## src/bcr_pkg.sv

```systemverilog
`default_nettype none

package bcr_pkg;

  // ------------------------------------------------------------------
  // Register map
  // ------------------------------------------------------------------
  localparam logic [14:0] ADDR_CLOCK_CONTROL = 15'h7ff8;
  localparam logic [14:0] ADDR_SECONDS_AND_HALT = 15'h7ff9;
  localparam logic [14:0] ADDR_MINUTES = 15'h7ffa;
  localparam logic [14:0] ADDR_HOURS = 15'h7ffb;
  localparam logic [14:0] ADDR_CENTURY_AND_WEEKDAY = 15'h7ffc;
  localparam logic [14:0] ADDR_DAY_OF_MONTH = 15'h7ffd;
  localparam logic [14:0] ADDR_MONTH = 15'h7ffe;
  localparam logic [14:0] ADDR_YEAR = 15'h7fff;
  localparam logic [11:0] ADDR_CLOCK_PAGE = 12'hfff;

  // ------------------------------------------------------------------
  // Field positions
  // ------------------------------------------------------------------
  localparam int CTRL_WRITE_HOLD = 7;
  localparam int CTRL_READ_HOLD = 6;
  localparam int CTRL_CAL_SIGN = 5;
  localparam int CTRL_CAL_MSB = 4;
  localparam int SEC_OSCILLATOR_HALT = 7;
  localparam int DAY_FREQ_TEST_ENABLE = 6;
  localparam int DAY_CENTURY_TOGGLE_ENABLE = 5;
  localparam int DAY_CENTURY_FLAG = 4;
  localparam int DAY_WEEKDAY_MSB = 2;

  // Bits that must stay zero are cleared on write.
  localparam logic [7:0] MASK_SECONDS = 8'h7f;
  localparam logic [7:0] MASK_MINUTES = 8'h7f;
  localparam logic [7:0] MASK_HOURS = 8'h3f;
  localparam logic [7:0] MASK_DAY_OF_MONTH = 8'h3f;
  localparam logic [7:0] MASK_MONTH = 8'h1f;
  localparam logic [7:0] MASK_YEAR = 8'hff;

  // ------------------------------------------------------------------
  // Reset values
  // ------------------------------------------------------------------
  localparam logic [7:0] RST_CLOCK_CONTROL = 8'h00;
  localparam logic RST_OSCILLATOR_HALT = 1'b1;
  localparam logic RST_FREQ_TEST_ENABLE = 1'b0;
  localparam logic RST_CENTURY_TOGGLE_ENABLE = 1'b0;

  // ------------------------------------------------------------------
  // Timing
  // ------------------------------------------------------------------
  localparam int OSC_HZ = 32768;
  localparam int STAGE_DIV = 256;
  localparam int FTEST_HZ = 512;
  localparam int CAL_CYCLE_MINUTES = 64;
  localparam int CAL_ELIGIBLE_MINUTES = 62;
  localparam logic [9:0] STAGE_NORMAL = 10'(STAGE_DIV);
  localparam logic [9:0] CAL_SHORTEN = 10'h080;
  localparam logic [9:0] CAL_LENGTHEN = 10'h100;
  localparam logic [9:0] STAGE_NEGATIVE = 10'(STAGE_NORMAL - CAL_SHORTEN);
  localparam logic [9:0] STAGE_POSITIVE = 10'(STAGE_NORMAL + CAL_LENGTHEN);
  localparam logic [6:0] STAGE_LAST = 7'(OSC_HZ / STAGE_DIV - 1);
  localparam logic [5:0] CAL_MIN_LAST = 6'(CAL_CYCLE_MINUTES - 1);
  localparam logic [5:0] CAL_MIN_LIMIT = 6'(CAL_ELIGIBLE_MINUTES);
  localparam int FTEST_BIT = $clog2(OSC_HZ / FTEST_HZ) - 1;

  // ------------------------------------------------------------------
  // Types
  // ------------------------------------------------------------------
  typedef struct packed {
    logic century_flag;
    logic [7:0] year;
    logic [7:0] month;
    logic [7:0] day_of_month;
    logic [7:0] weekday;
    logic [7:0] hours;
    logic [7:0] minutes;
    logic [7:0] seconds;
  } bcr_time_t;

  localparam bcr_time_t RST_TIME = '{century_flag: 1'b0, year: 8'h00, month: 8'h01,
                                     day_of_month: 8'h01, weekday: 8'h01, hours: 8'h00,
                                     minutes: 8'h00, seconds: 8'h00};

  function automatic logic [7:0] bcr_bcd_inc(input logic [7:0] v);
    if (v[3:0] == 4'h9) begin
      return {4'(v[7:4] + 4'h1), 4'h0};
    end
    return {v[7:4], 4'(v[3:0] + 4'h1)};
  endfunction

endpackage

`default_nettype wire

```

## src/bcr_cal_divider.sv

```systemverilog
`timescale 1ns/1ns
`default_nettype none

module bcr_cal_divider (
  input wire logic clk_i,          // System clock.
  input wire logic resetn_i,       // Asynchronous reset, active low.
  input wire logic tick_i,         // Oscillator cycle, already gated by halt.
  input wire logic restart_i,      // Restart the second after a counter load.
  input wire logic [4:0] cal_mag_i, // Calibration magnitude.
  input wire logic cal_pos_i,      // Calibration direction, 1 is positive.
  input wire logic last_sec_i,     // Running seconds stand at 59.
  output logic sec_pulse_o,        // One-cycle pulse per second.
  output logic ftest_o             // Uncalibrated 512 Hz square wave.
);

  typedef struct packed {
    logic [9:0] stage_cnt;
    logic [9:0] stage_lim;
    logic [6:0] sub_cnt;
    logic [5:0] cyc_min;
    logic [5:0] ftest_cnt;
    logic sec_pulse;
  } bcr_div_state_t;

  bcr_div_state_t st;
  bcr_div_state_t next_st;
  logic [5:0] new_min;
  logic eligible;

  always_comb begin
    next_st = st;
    next_st.sec_pulse = 1'b0;
    new_min = 6'(st.cyc_min + 6'h01);
    // first 2N minutes
    // The index wraps to 0 after minute 63, so minute 0 of each later cycle is corrected as well.
    eligible = (new_min < bcr_pkg::CAL_MIN_LIMIT) && (new_min < {cal_mag_i, 1'b0});
    if (restart_i) begin
      next_st.stage_cnt = 10'h000;
      next_st.sub_cnt = 7'h00;
      next_st.stage_lim = bcr_pkg::STAGE_NORMAL;
    end else if (tick_i) begin
      next_st.ftest_cnt = 6'(st.ftest_cnt + 6'h01);
      if (st.stage_cnt == 10'(st.stage_lim - 10'h001)) begin
        next_st.stage_cnt = 10'h000;
        next_st.stage_lim = bcr_pkg::STAGE_NORMAL;
        if (st.sub_cnt == bcr_pkg::STAGE_LAST) begin
          next_st.sub_cnt = 7'h00;
          next_st.sec_pulse = 1'b1;
          if (last_sec_i) begin
            next_st.cyc_min = (st.cyc_min == bcr_pkg::CAL_MIN_LAST) ? 6'h00 : new_min;
            if (eligible) begin
              next_st.stage_lim = cal_pos_i ? bcr_pkg::STAGE_POSITIVE : bcr_pkg::STAGE_NEGATIVE;
            end
          end
        end else begin
          next_st.sub_cnt = 7'(st.sub_cnt + 7'h01);
        end
      end else begin
        next_st.stage_cnt = 10'(st.stage_cnt + 10'h001);
      end
    end
  end

  always_ff @(posedge clk_i or negedge resetn_i) begin
    if (!resetn_i) begin
      st <= '{stage_cnt: 10'h000, stage_lim: bcr_pkg::STAGE_NORMAL, sub_cnt: 7'h00,
              cyc_min: 6'h00, ftest_cnt: 6'h00, sec_pulse: 1'b0};
    end else begin
      st <= next_st;
    end
  end

  assign sec_pulse_o = st.sec_pulse;
  assign ftest_o = st.ftest_cnt[bcr_pkg::FTEST_BIT];

endmodule

`default_nettype wire

```

## src/bcr_time_counter.sv

```systemverilog
`timescale 1ns/1ns
`default_nettype none

module bcr_time_counter (
  input wire logic clk_i,                    // System clock.
  input wire logic resetn_i,                 // Asynchronous reset, active low.
  input wire logic sec_pulse_i,              // Advance by one second.
  input wire logic load_i,                   // Load all counters at once.
  input wire bcr_pkg::bcr_time_t load_val_i, // Values to load.
  input wire logic century_toggle_enable_i,  // Allow the century flag to toggle.
  output bcr_pkg::bcr_time_t time_o          // Running counters.
);

  bcr_pkg::bcr_time_t st;
  bcr_pkg::bcr_time_t next_st;
  logic [7:0] month_end;

  // Last day of the month in BCD; years divisible by four are leap years.
  function automatic logic [7:0] days_in_month(input logic [7:0] m, input logic [7:0] y);
    logic leap;
    leap = y[4] ? (y[3:0] == 4'h2 || y[3:0] == 4'h6) : (y[1:0] == 2'b00 && y[3:0] != 4'h2);
    leap = leap && (y[4] || y[3:0] != 4'h6);
    case (m)
      8'h02: days_in_month = leap ? 8'h29 : 8'h28;
      8'h04, 8'h06, 8'h09, 8'h11: days_in_month = 8'h30;
      default: days_in_month = 8'h31;
    endcase
  endfunction

  always_comb begin
    next_st = st;
    month_end = days_in_month(st.month, st.year);
    if (load_i) begin
      next_st = load_val_i;
    end else if (sec_pulse_i) begin
      next_st.seconds = bcr_pkg::bcr_bcd_inc(st.seconds);
      if (st.seconds == 8'h59) begin
        next_st.seconds = 8'h00;
        next_st.minutes = bcr_pkg::bcr_bcd_inc(st.minutes);
        if (st.minutes == 8'h59) begin
          next_st.minutes = 8'h00;
          next_st.hours = bcr_pkg::bcr_bcd_inc(st.hours);
          if (st.hours == 8'h23) begin
            next_st.hours = 8'h00;
            next_st.weekday = (st.weekday == 8'h07) ? 8'h01 : bcr_pkg::bcr_bcd_inc(st.weekday);
            next_st.day_of_month = bcr_pkg::bcr_bcd_inc(st.day_of_month);
            if (st.day_of_month == month_end) begin
              next_st.day_of_month = 8'h01;
              next_st.month = bcr_pkg::bcr_bcd_inc(st.month);
              if (st.month == 8'h12) begin
                next_st.month = 8'h01;
                next_st.year = bcr_pkg::bcr_bcd_inc(st.year);
                if (st.year == 8'h99) begin
                  next_st.year = 8'h00;
                  if (century_toggle_enable_i) begin
                    next_st.century_flag = ~st.century_flag;
                  end
                end
              end
            end
          end
        end
      end
    end
  end

  always_ff @(posedge clk_i or negedge resetn_i) begin
    if (!resetn_i) begin
      st <= bcr_pkg::RST_TIME;
    end else begin
      st <= next_st;
    end
  end

  assign time_o = st;

endmodule

`default_nettype wire

```

## src/bcr_clock_regs.sv

```systemverilog
// Operation
// - Seconds bit 7 is oscillator halt; writing 1 stops it at any time.
// - Clearing halt restarts the oscillator within one second.
// - Oscillator halt is set when the part comes out of reset.
// - Time registers are BCD, tens high nibble, within documented ranges.
// - With toggle enable set, century flag inverts at each century rollover.
// - Century toggle enable accepts writes regardless of write-hold.
// - 32768 Hz source divided down; calibration acts at divide-by-256 stage.
// - Control bits 4..0 hold calibration magnitude 0 to 31.
// - Control bit 5 selects direction; 1 positive, 0 negative.
// - 64-minute cycle; first 62 minutes eligible, one second per minute.
// - Corrected second is 128 cycles shorter or 256 cycles longer.
// - Magnitude N corrects the first 2N minutes of each cycle.
// - Test enable and running oscillator toggle data bit zero at 512 Hz.
// - Test output rate ignores calibration settings.
// - Host clears test enable; device clears it on power-down.
// - Read-hold freezes visible registers; updates resume within one second.
// - Write-hold freezes updates; release loads counters, update within one second.
`timescale 1ns/1ns
`default_nettype none

module bcr_clock_regs (
  input wire logic clk_i,          // System clock, 250 MHz.
  input wire logic resetn_i,       // Asynchronous reset, active low.
  input wire logic ce_n_i,         // Chip enable, active low.
  input wire logic oe_n_i,         // Output enable, active low.
  input wire logic we_n_i,         // Write enable, active low.
  input wire logic [14:0] addr_i,  // Byte address.
  input wire logic [7:0] data_i,   // Write data from the bus.
  input wire logic osc_tick_i,     // One pulse per 32768 Hz oscillator cycle.
  input wire logic power_down_i,   // Supply is going down.
  output logic [7:0] data_o,       // Read data to the bus.
  output logic data_oe_o           // Read data is driven.
);

  // ------------------------------------------------------------------
  // State
  // ------------------------------------------------------------------
  typedef struct packed {
    bcr_pkg::bcr_time_t vis;
    logic [7:0] clock_control;
    logic oscillator_halt;
    logic freq_test_enable;
    logic century_toggle_enable;
    logic wr_act;
    logic [14:0] wr_addr;
    logic [7:0] wr_data;
    logic update;
    logic load;
    logic [7:0] dout;
    logic doe;
  } bcr_regs_state_t;

  bcr_regs_state_t st;
  bcr_regs_state_t next_st;

  bcr_pkg::bcr_time_t run_time;
  logic sec_pulse;
  logic ftest;
  logic osc_run_tick;
  logic bus_write;
  logic bus_read;
  logic wr_commit;
  logic whold;
  logic rhold;

  // ------------------------------------------------------------------
  // Register read view
  // ------------------------------------------------------------------
  function automatic logic [7:0] read_view(input bcr_regs_state_t s, input logic [2:0] idx,
                                           input logic test_bit);
    logic [7:0] v;
    v = 8'h00;
    case (idx)
      3'h0: v = s.clock_control;
      3'h1: begin
        v = {s.oscillator_halt, s.vis.seconds[6:0]};
        // 512 Hz on data bit zero
        if (s.freq_test_enable && !s.oscillator_halt) begin
          v[0] = test_bit;
        end
      end
      3'h2: v = s.vis.minutes;
      3'h3: v = s.vis.hours;
      3'h4: begin
        v = s.vis.weekday;
        v[bcr_pkg::DAY_FREQ_TEST_ENABLE] = s.freq_test_enable;
        v[bcr_pkg::DAY_CENTURY_TOGGLE_ENABLE] = s.century_toggle_enable;
        v[bcr_pkg::DAY_CENTURY_FLAG] = s.vis.century_flag;
      end
      3'h5: v = s.vis.day_of_month;
      3'h6: v = s.vis.month;
      3'h7: v = s.vis.year;
      default: v = 8'h00;
    endcase
    return v;
  endfunction

  // ------------------------------------------------------------------
  // Oscillator gate and divider
  // ------------------------------------------------------------------
  // halt gates the oscillator
  assign osc_run_tick = osc_tick_i && !st.oscillator_halt;

  assign whold = st.clock_control[bcr_pkg::CTRL_WRITE_HOLD];
  assign rhold = st.clock_control[bcr_pkg::CTRL_READ_HOLD];

  bcr_cal_divider u_div (
    .clk_i(clk_i),
    .resetn_i(resetn_i),
    .tick_i(osc_run_tick),
    .restart_i(st.load),
    .cal_mag_i(st.clock_control[bcr_pkg::CTRL_CAL_MSB:0]),
    .cal_pos_i(st.clock_control[bcr_pkg::CTRL_CAL_SIGN]),
    .last_sec_i(run_time.seconds == 8'h59),
    .sec_pulse_o(sec_pulse),
    .ftest_o(ftest)
  );

  // The counters keep running under both holds; only the copy is frozen.
  bcr_time_counter u_cnt (
    .clk_i(clk_i),
    .resetn_i(resetn_i),
    .sec_pulse_i(sec_pulse),
    .load_i(st.load),
    .load_val_i(st.vis),
    .century_toggle_enable_i(st.century_toggle_enable),
    .time_o(run_time)
  );

  // ------------------------------------------------------------------
  // Bus decode
  // ------------------------------------------------------------------
  // Writes are committed at the end of the strobe, from the last sampled
  // address and data, so data settling late in the cycle is still caught.
  assign bus_write = !ce_n_i && !we_n_i;
  assign bus_read = !ce_n_i && !oe_n_i && we_n_i && (addr_i[14:3] == bcr_pkg::ADDR_CLOCK_PAGE);
  assign wr_commit = st.wr_act && !bus_write && (st.wr_addr[14:3] == bcr_pkg::ADDR_CLOCK_PAGE);

  // ------------------------------------------------------------------
  // Next state
  // ------------------------------------------------------------------
  always_comb begin
    next_st = st;
    next_st.load = 1'b0;
    next_st.update = sec_pulse;
    next_st.wr_act = bus_write;
    if (bus_write) begin
      next_st.wr_addr = addr_i;
      next_st.wr_data = data_i;
    end

    // write-hold freezes the copy
    // A counter load in flight must not be replaced by a stale copy of the counters.
    if (st.update && !whold && !rhold && !st.load) begin
      next_st.vis = run_time;
    end

    if (wr_commit) begin
      case (st.wr_addr)
        bcr_pkg::ADDR_CLOCK_CONTROL: begin
          next_st.clock_control = st.wr_data;
          if (whold && !st.wr_data[bcr_pkg::CTRL_WRITE_HOLD]) begin
            next_st.load = 1'b1;
          end
        end
        bcr_pkg::ADDR_SECONDS_AND_HALT: begin
          next_st.oscillator_halt = st.wr_data[bcr_pkg::SEC_OSCILLATOR_HALT];
          next_st.vis.seconds = st.wr_data & bcr_pkg::MASK_SECONDS;
        end
        bcr_pkg::ADDR_MINUTES: begin
          next_st.vis.minutes = st.wr_data & bcr_pkg::MASK_MINUTES;
        end
        bcr_pkg::ADDR_HOURS: begin
          next_st.vis.hours = st.wr_data & bcr_pkg::MASK_HOURS;
        end
        bcr_pkg::ADDR_CENTURY_AND_WEEKDAY: begin
          next_st.freq_test_enable = st.wr_data[bcr_pkg::DAY_FREQ_TEST_ENABLE];
          next_st.century_toggle_enable = st.wr_data[bcr_pkg::DAY_CENTURY_TOGGLE_ENABLE];
          if (whold) begin
            next_st.vis.century_flag = st.wr_data[bcr_pkg::DAY_CENTURY_FLAG];
          end
          next_st.vis.weekday = {5'h00, st.wr_data[bcr_pkg::DAY_WEEKDAY_MSB:0]};
        end
        bcr_pkg::ADDR_DAY_OF_MONTH: begin
          next_st.vis.day_of_month = st.wr_data & bcr_pkg::MASK_DAY_OF_MONTH;
        end
        bcr_pkg::ADDR_MONTH: begin
          next_st.vis.month = st.wr_data & bcr_pkg::MASK_MONTH;
        end
        bcr_pkg::ADDR_YEAR: begin
          next_st.vis.year = st.wr_data & bcr_pkg::MASK_YEAR;
        end
        default: begin
          next_st.vis = next_st.vis;
        end
      endcase
    end

    if (power_down_i) begin
      next_st.freq_test_enable = 1'b0;
    end

    next_st.doe = bus_read;
    next_st.dout = bus_read ? read_view(st, addr_i[2:0], ftest) : 8'h00;
  end

  // ------------------------------------------------------------------
  // State register
  // ------------------------------------------------------------------
  always_ff @(posedge clk_i or negedge resetn_i) begin
    if (!resetn_i) begin
      st.vis <= bcr_pkg::RST_TIME;
      st.clock_control <= bcr_pkg::RST_CLOCK_CONTROL;
      st.oscillator_halt <= bcr_pkg::RST_OSCILLATOR_HALT;
      st.freq_test_enable <= bcr_pkg::RST_FREQ_TEST_ENABLE;
      st.century_toggle_enable <= bcr_pkg::RST_CENTURY_TOGGLE_ENABLE;
      st.wr_act <= 1'b0;
      st.wr_addr <= 15'h0000;
      st.wr_data <= 8'h00;
      st.update <= 1'b0;
      st.load <= 1'b0;
      st.dout <= 8'h00;
      st.doe <= 1'b0;
    end else begin
      st <= next_st;
    end
  end

  assign data_o = st.dout;
  assign data_oe_o = st.doe;

endmodule

`default_nettype wire

```

## config.mk

```make
export PLATFORM = sky130hd
export DESIGN_NAME = bcr_clock_regs
export DESIGN_NICKNAME = d
export VERILOG_FILES = /design/src/bcr_pkg.sv /design/src/bcr_cal_divider.sv /design/src/bcr_time_counter.sv /design/src/bcr_clock_regs.sv
export SDC_FILE = /design/constraint.sdc
export NUM_CORES = 1
export LEC_CHECK = 0
export ABC_AREA = 0
export BUFFER_PORTS_ARGS = -buffer_cell sky130_fd_sc_hd__buf_2
export CAP_MARGIN = 20
export CORE_AREA = 8 8 157 159
export CTS_CLUSTER_DIAMETER = 120
export CTS_CLUSTER_SIZE = 16
export DETAILED_ROUTE_END_ITERATION = 10
export DIE_AREA = 0 0 165 167
export PLACE_DENSITY = 0.77
export SETUP_SLACK_MARGIN = 0.5
export SLEW_MARGIN = 15
export SYNTH_ARGS = -nofsm -noshare
export SYNTH_HDL_FRONTEND = slang
export SYNTH_SLANG_ARGS = --single-unit
```

## constraint.sdc

```tcl
create_clock -name clk_i -period 6.9 [get_ports clk_i]
set_input_delay 0.345 -clock clk_i [delete_from_list [all_inputs] [get_ports clk_i]]
set_output_delay 0.345 -clock clk_i [all_outputs]
set_load 0.02 [all_outputs]
```

==> results of run 1 <==
[final timing paths]
kind,start,endpoint,slack (ps),cells past startpoint
worst max register to register,u_cnt.time_o[1],u_cnt.time_o[43],3650,9
worst max-delay path,u_cnt.time_o[1],u_cnt.time_o[43],3650,9
worst min-delay path,power_down_i,st[36],70,2
worst min register to register,u_div.st[5],u_div.st[5],480,1
min in group asynchronous,resetn_i,u_div.st[5],450,2
max in group asynchronous,resetn_i,st[9],5220,3
[synth_stat cells (4+ instances only)]
| library cell | n |
|---|---|
| a211oi_1 | 9 |
| a21boi_0 | 7 |
| a21oi_1 | 75 |
| a221oi_1 | 5 |
| a22o_1 | 8 |
| a22oi_1 | 4 |
| a31oi_1 | 37 |
| a32oi_1 | 4 |
| and2_1 | 7 |
| and3_1 | 25 |
| and3b_1 | 4 |
| buf_1 | 6 |
| buf_4 | 9 |
| clkbuf_1 | 50 |
| dfrtp_1 | 185 |
| dfstp_2 | 8 |
| ha_1 | 34 |
| inv_1 | 45 |
| mux2_2 | 44 |
| mux2i_1 | 20 |
| nand2_1 | 175 |
| nand2b_1 | 7 |
| nand3_1 | 48 |
| nand3b_1 | 9 |
| nand4_1 | 13 |
| nor2_1 | 115 |
| nor2b_1 | 11 |
| nor3_1 | 29 |
| nor3b_1 | 6 |
| nor4_1 | 10 |
| o21a_1 | 5 |
| o21ai_0 | 90 |
| o22ai_1 | 10 |
| o31ai_1 | 6 |
| xnor2_1 | 10 |
| xor2_1 | 9 |
[repair_timing]
action                                  CTS  global route
hold endpoints to repair                  0            62
endpoints found under the setup margin    0             0
hold buffers                              0             1
[registers in the layout, indices dropped and copies added, names as in the netlist]
name,count
u_div.ftest_o,1
rhold,1
u_div.st,31
data_o,8
data_oe_o,1
u_div.sec_pulse_o,1
u_cnt.time_o,57
st,93
[cell type report]
type	instances	area, µm²
Clock buffer	17	425
Multi-Input combinational cell	903	5500
Inverter	46	173
Clock inverter	15	206
Timing Repair Buffer	48	300
Sequential cell	193	4840
Tap cell	285	357
Fill cell	1963	10400
[per-stage QoR]
step,setup slack (ps),util
2_1_floorplan,4550,-
3_3_place_gp,3910,0.501
3_5_place_dp,3820,0.501
4_1_cts,3810,0.529
5_1_grt,3470,0.531
6_report,3650,0.531
[where the power goes]
group	total, W	leakage (nW)	switching, W	internal, W
clock network	0.00105	0.304	0.000519	0.000533
logic	0.000142	2.46	0.0000777	0.0000648
registers	0.00124	2.31	0.0000681	0.00118
total	0.00244	5.07	0.000665	0.00177
[logic make-up after synthesis]
kind of cell / Yosys count / share of synthesized area
compound gates: 302 / 0.174
flops: 193 / 0.447
buf+inv: 117 / 0.0456
mux: 65 / 0.0654
fa+ha+maj: 34 / 0.0393
simple gates: 483 / 0.213
xor+xnor: 19 / 0.0154
[per-layer routing]
metal  vias to the layer above  global-route usage
li1                       4326                   -
met1                      4574               0.283
met4                         0              0.0893
met2                       400               0.342
met5                         -                   0
met3                        92              0.0614
==> flow_summary.json, run 1 <==
{
  "dpl_cell_area_um2": 11100,
  "viasPerCell": 6.23,
  "post-cts-setup-buffer-count": 0,
  "firstDrtPassIters": 5,
  "track_usage": 0.220,
  "finalSetupViolations": 0,
  "design_area_um2": 11800,
  "cts-resized-gates": 0,
  "cts_root_buf": "clkbuf_16",
  "endpoint_kind": "register",
  "grt_pass1_wl_um": 48400,
  "fmax_mhz": 308,
  "p_leak_nw": 5.07,
  "cts_made_buffers": 17,
  "layout_commonest_cell": "dfrtp_1",
  "dp.cells": 1472,
  "final_cell_mix": "184 x dfrtp_1, 175 x nand2_1, 114 x nor2_1, 90 x o21ai_0, 75 x a21oi_1",
  "skew_ps": 8.77,
  "final_hold_viol_count": 0,
  "syn-cell-area_um2": 10800,
  "clk_path_buf_depth": 2,
  "cpMaxStageDelayCell": "nor3_1",
  "synth_area_leaders": "dfrtp_1 43%, nand2_1 6.1%, mux2_2 4.6%",
  "ys_seq_area_frac": 0.447,
  "grt_max_degree": 130,
  "nNetsFinal": 1273,
  "drc": 0,
  "cp_common_cell": "nand2_1",
  "htree_levels": 4,
  "synth-edff-count": 0,
  "ir_worst_vdd_mv": 0.160,
  "overflow": 0,
  "m1WireLength_um": 12300,
  "ant_nets": 0,
  "placement.io_buffers": 38,
  "cp_slowest_stage_delay_ps": 910,
  "tns_ps": 0,
  "synthCells": 1213,
  "diodes": 0,
  "routedWlPerCell_um": 19.7,
  "hold_slack_ps": 69.6,
  "initial_core_util": 0.487,
  "ys.flop_type": "dfrtp_1",
  "cp.required_ps": 7250,
  "worstMarginPinSlew_ps": 1060,
  "drt_wl_total_um": 29700,
  "die_y_um": 167,
  "top_layer": "met4",
  "p_per_area_nw_per_um2": 207,
  "crit_family": "simple AND/OR/NAND/NOR gates",
  "wl_met2_um": 14000,
  "gp_congestion": 0.942,
  "rsz0062_at_grt": "false",
  "worstPathCellList": "inv_1 -> ha_1 -> and3b_1 -> nand2_1 -> nor3_1 -> nand2_1 -> nor4_1 -> a21oi_1 -> a32oi_1",
  "routed-wl-met3_um": 2360,
  "clock_latency_ps": 440,
  "period_needed_ps": 3250,
  "post-route-period-util": 0.471,
  "syn_nets": 1277,
  "antenna_found_initial": 0,
  "critPathBufInv": 1,
  "synth_top_area_frac": 0.428,
  "area_growth_syn_to_layout_pct": 9.16,
  "synth_top_area_cell": "dfrtp_1",
  "synthArstFlopShare": 1.00,
  "io_pins": 39,
  "layout-drive-gt1-share": 0.122,
  "cts_tree": "yes",
  "max_slew_margin": 0.286,
  "ys_seq_elements": 193,
  "postSynthAreaPerCell_um2": 8.92,
  "status": "finished clean",
  "maxCapViolCount": 0,
  "slew_viol_final": 0,
  "cp_max_fo": 10,
  "clkTransAtPathRegs_ps": 80,
  "die_x_um": 165,
  "synth.distinct_cells": 81,
  "hp-class": "primary input to register",
  "drt_iter0_markers": 1092,
  "coreArea_um2": 22200,
  "stdcell_count": 1507,
  "dp_hpwl_um": 20200,
  "num_rows": 55,
  "dr_total_vias": 9392,
  "crit_type": "register to register",
  "start_kind": "register",
  "dieArea_um2": 27600,
  "finalPower_w": 0.00244,
  "cp_data_arrival_time_ps": 3600,
  "cts.sinks": 193,
  "yosys_warnings": 0,
  "first_global_vias": 9061
}
Power figures use the tool's default switching activity.
==> inputs of run 2 (changes only) <==
--- a/config.mk
+++ b/config.mk
@@ -5,7 +5,7 @@
 export SDC_FILE = /design/constraint.sdc
 export NUM_CORES = 1
 export LEC_CHECK = 0
-export ABC_AREA = 0
+export ABC_AREA = 1
 export BUFFER_PORTS_ARGS = -buffer_cell sky130_fd_sc_hd__buf_2
 export CAP_MARGIN = 20
 export CORE_AREA = 8 8 157 159
@@ -13,7 +13,7 @@
 export CTS_CLUSTER_SIZE = 16
 export DETAILED_ROUTE_END_ITERATION = 10
 export DIE_AREA = 0 0 165 167
-export PLACE_DENSITY = 0.77
+export PLACE_DENSITY = 0.78
 export SETUP_SLACK_MARGIN = 0.5
 export SLEW_MARGIN = 15
 export SYNTH_ARGS = -nofsm -noshare
==> constraint.sdc (replaced) <==
create_clock -name clk_i -period 3.4 [get_ports clk_i]
set_input_delay 0.17 -clock clk_i [delete_from_list [all_inputs] [get_ports clk_i]]
set_output_delay 0.17 -clock clk_i [all_outputs]
set_load 0.02 [all_outputs]
==> flow_summary.json, run 2 <==
{
  "cts_made_buffers": 17,
  "overflow": 0,
  "initial_core_util": 0.488,
  "clock_latency_ps": 450,
  "coreArea_um2": 22200,
  "tns_ps": 0,
  "clk_path_buf_depth": 2,
  "num_rows": 55,
  "layout_commonest_cell": "nand2_1",
  "cts_tree": "yes",
  "cts-resized-gates": 0,
  "area_growth_syn_to_layout_pct": 11.5,
  "min_delay_path_depth": 3,
  "largest_register": "st",
  "final_cell_mix": "360 x nand2_1, 184 x dfrtp_1, 155 x o21ai_0, 148 x inv_1, 75 x nand3_1",
  "cp.required_ps": 3750,
  "synthCells": 1367,
  "worstMarginPinSlew_ps": 931,
  "synth_top_area_frac": 0.427,
  "rsz0062_at_grt": "false",
  "dieArea_um2": 27600,
  "slew_viol_final": 0,
  "max_slew_margin": 0.374,
  "internal_power_w": 0.00339,
  "start_kind": "register",
  "die_x_um": 165,
  "dpl_cell_area_um2": 11300,
  "die_y_um": 167,
  "synth.distinct_cells": 47,
  "cp_slowest_stage_delay_ps": 420,
  "endpoint_kind": "register",
  "finalPower_w": 0.00459,
  "ys.flop_type": "dfrtp_1",
  "grt_pass1_wl_um": 49000,
  "critPathBufInv": 2,
  "ant_nets": 0,
  "cp_data_arrival_time_ps": 3020,
  "period_needed_ps": 2670,
  "firstDrtPassIters": 6,
  "switching_share": 0.261,
  "cp_max_fo": 13,
  "synth_area_leaders": "dfrtp_1 43%, nand2_1 12%, o21ai_0 7.2%",
  "crit_family": "simple AND/OR/NAND/NOR gates",
  "viasPerCell": 5.74,
  "stdcell_count": 1708,
  "p_sw_w": 0.00120,
  "p_per_area_nw_per_um2": 379,
  "crit_type": "register to register",
  "post-route-period-util": 0.786,
  "layout-drive-gt1-share": 0.0956,
  "track_usage": 0.222,
  "combPwrFrac": 0.050,
  "nNetsFinal": 1474,
  "maxCapViolCount": 0,
  "final_hold_viol_count": 0,
  "gp_congestion": 0.943,
  "syn_nets": 1431,
  "worstPathCellList": "inv_1 -> ha_1 -> nand3_2 -> nor2_2 -> nand2_4 -> a21oi_4 -> inv_2 -> nor2_4 -> nand3b_1 -> nand2_1 -> nand2_1",
  "synth-edff-count": 0,
  "dr_total_vias": 9810,
  "cts.sinks": 193,
  "largest_register_ffs": 93,
  "skew_ps": 18.2,
  "r2r-end": "u_cnt.time_o[55]",
  "antenna_found_initial": 0,
  "r2r_setup_slack_ps": 730,
  "routedWlPerCell_um": 17.6,
  "clkTransAtPathRegs_ps": 80,
  "r2r_start": "u_cnt.time_o[9]",
  "grt_max_degree": 86,
  "placement.io_buffers": 38,
  "yosysMostFrequentCell": "nand2_1",
  "cp_common_cell": "nand2_1",
  "synthArstFlopShare": 1.00,
  "io_pins": 39,
  "reg2reg_depth": 11,
  "finalSetupViolations": 0,
  "pre_cts_slack_ps": 795,
  "drt_wl_total_um": 30000,
  "drt_iter0_markers": 934,
  "cpMaxStageDelayCell": "nor2_2",
  "whs_endpoint": "data_oe_o",
  "p_clk_frac": 0.437,
  "postSynthAreaPerCell_um2": 7.94,
  "ir_worst_vdd_mv": 0.356,
  "hp-class": "primary input to register",
  "p_leak_nw": 5.65,
  "fmax_mhz": 374,
  "setup_ws_ps": 726,
  "synth_top_area_cell": "dfrtp_1",
  "drc": 0,
  "ys_seq_elements": 193,
  "yosys_warnings": 0,
  "p_seq_frac": 0.514,
  "ys_seq_area_frac": 0.446,
  "status": "finished clean",
  "cts_root_buf": "clkbuf_16",
  "synthTopCellsByCount": "360 x nand2_1, 185 x dfrtp_1, 155 x o21ai_0, 148 x inv_1, 76 x nand3_1",
  "htree_levels": 4,
  "dp_hpwl_um": 21300,
  "design_area_um2": 12100,
  "syn-cell-area_um2": 10800,
  "hp-start": "oe_n_i",
  "first_global_vias": 9620,
  "diodes": 0,
  "fill_cells": 1991,
  "dp.cells": 1654
}
-- run 2: cell types whose count changed in the layout (fill, tap and decap cells not counted), moves of 24 or more --
cell     change
o21ai_0     +65
inv_1      +103
and3_1      -25
nand3_1     +27
nor2_1      -45
mux2_2      -29
xor2_1      +24
a31oi_1     -31
nand2_1    +185
-- run 2: kinds of logic after synthesis --
| family | Yosys count | synth area share |
|---|---|---|
| AO/OA/AOI/OAI | 278 | 0.144 |
| XOR/XNOR | 44 | 0.0355 |
| adder cells (fa/ha/maj) | 34 | 0.0392 |
| buffers and inverters | 201 | 0.0738 |
| flip-flops | 193 | 0.446 |
| multiplexers | 15 | 0.0156 |
| AND/OR/NAND/NOR | 602 | 0.246 |
-- run 2: tightest hold or removal path: stages --
cell and delay [ps]:
buf_2 70, or3_1 110, nor4_2 100
-- run 2: metrics by stage --
| step | hold WS [ps] | util |
|---|---|---|
| 3_5_place_dp | 275 | 0.507 |
| 6_report | 62.8 | 0.544 |
| 5_1_grt | 64.8 | 0.544 |
| 4_1_cts | 52.3 | 0.544 |
| 2_1_floorplan | -126 | - |
| 3_3_place_gp | 272 | 0.507 |
-- run 2: worst max path at each step --
| stage | from | endpoint | slack (ps) | cells after the start |
|---|---|---|---|---|
| final | u_cnt.time_o[9] | u_cnt.time_o[55] | 730 | 11 |
| after global routing | u_cnt.time_o[9] | u_cnt.time_o[55] | 540 | 11 |
| after global placement | u_cnt.time_o[9] | u_cnt.time_o[53] | 880 | 11 |
| after CTS | u_cnt.time_o[9] | u_cnt.time_o[55] | 800 | 11 |
| after floorplan | u_cnt.time_o[9] | u_cnt.time_o[52] | 1500 | 11 |
| after detailed placement | u_cnt.time_o[9] | u_cnt.time_o[55] | 790 | 11 |
-- run 2: timing repair --
action	4_1_cts	5_1_grt
hold buffers	22	0
endpoints found under the hold margin	100	0
setup buffers	0	0
-- run 2: final cells by class --
cell class                 instances  area [µm²]  share of cell area
clock buffer                      18         429              0.0355
clock inverter                    14         170              0.0141
inverter                         156         586              0.0484
multi-input combinational        973        5210               0.431
sequential                       193        4840               0.400
tap                              285         357              0.0295
timing repair buffer              69         499              0.0413
-- run 2: power groups by stage --
stage	logic (W)	clock network, W	registers [W]
after global routing	0.000249	0.00212	0.00236
final	0.000229	0.00200	0.00236
after CTS	0.000228	0.00202	0.00236
after global placement	0.000204	0	0.00240
after detailed placement	0.000208	0	0.00240
after floorplan	0.0000852	0	0.00239
-- run 2: metal layers --
layer,vias to the layer above,GRT usage,share of wire
li1,4624,-,-
met1,4732,0.289,0.43
met2,385,0.351,0.46
met3,69,0.0493,0.080
met4,0,0.0858,0.032
met5,-,0,0
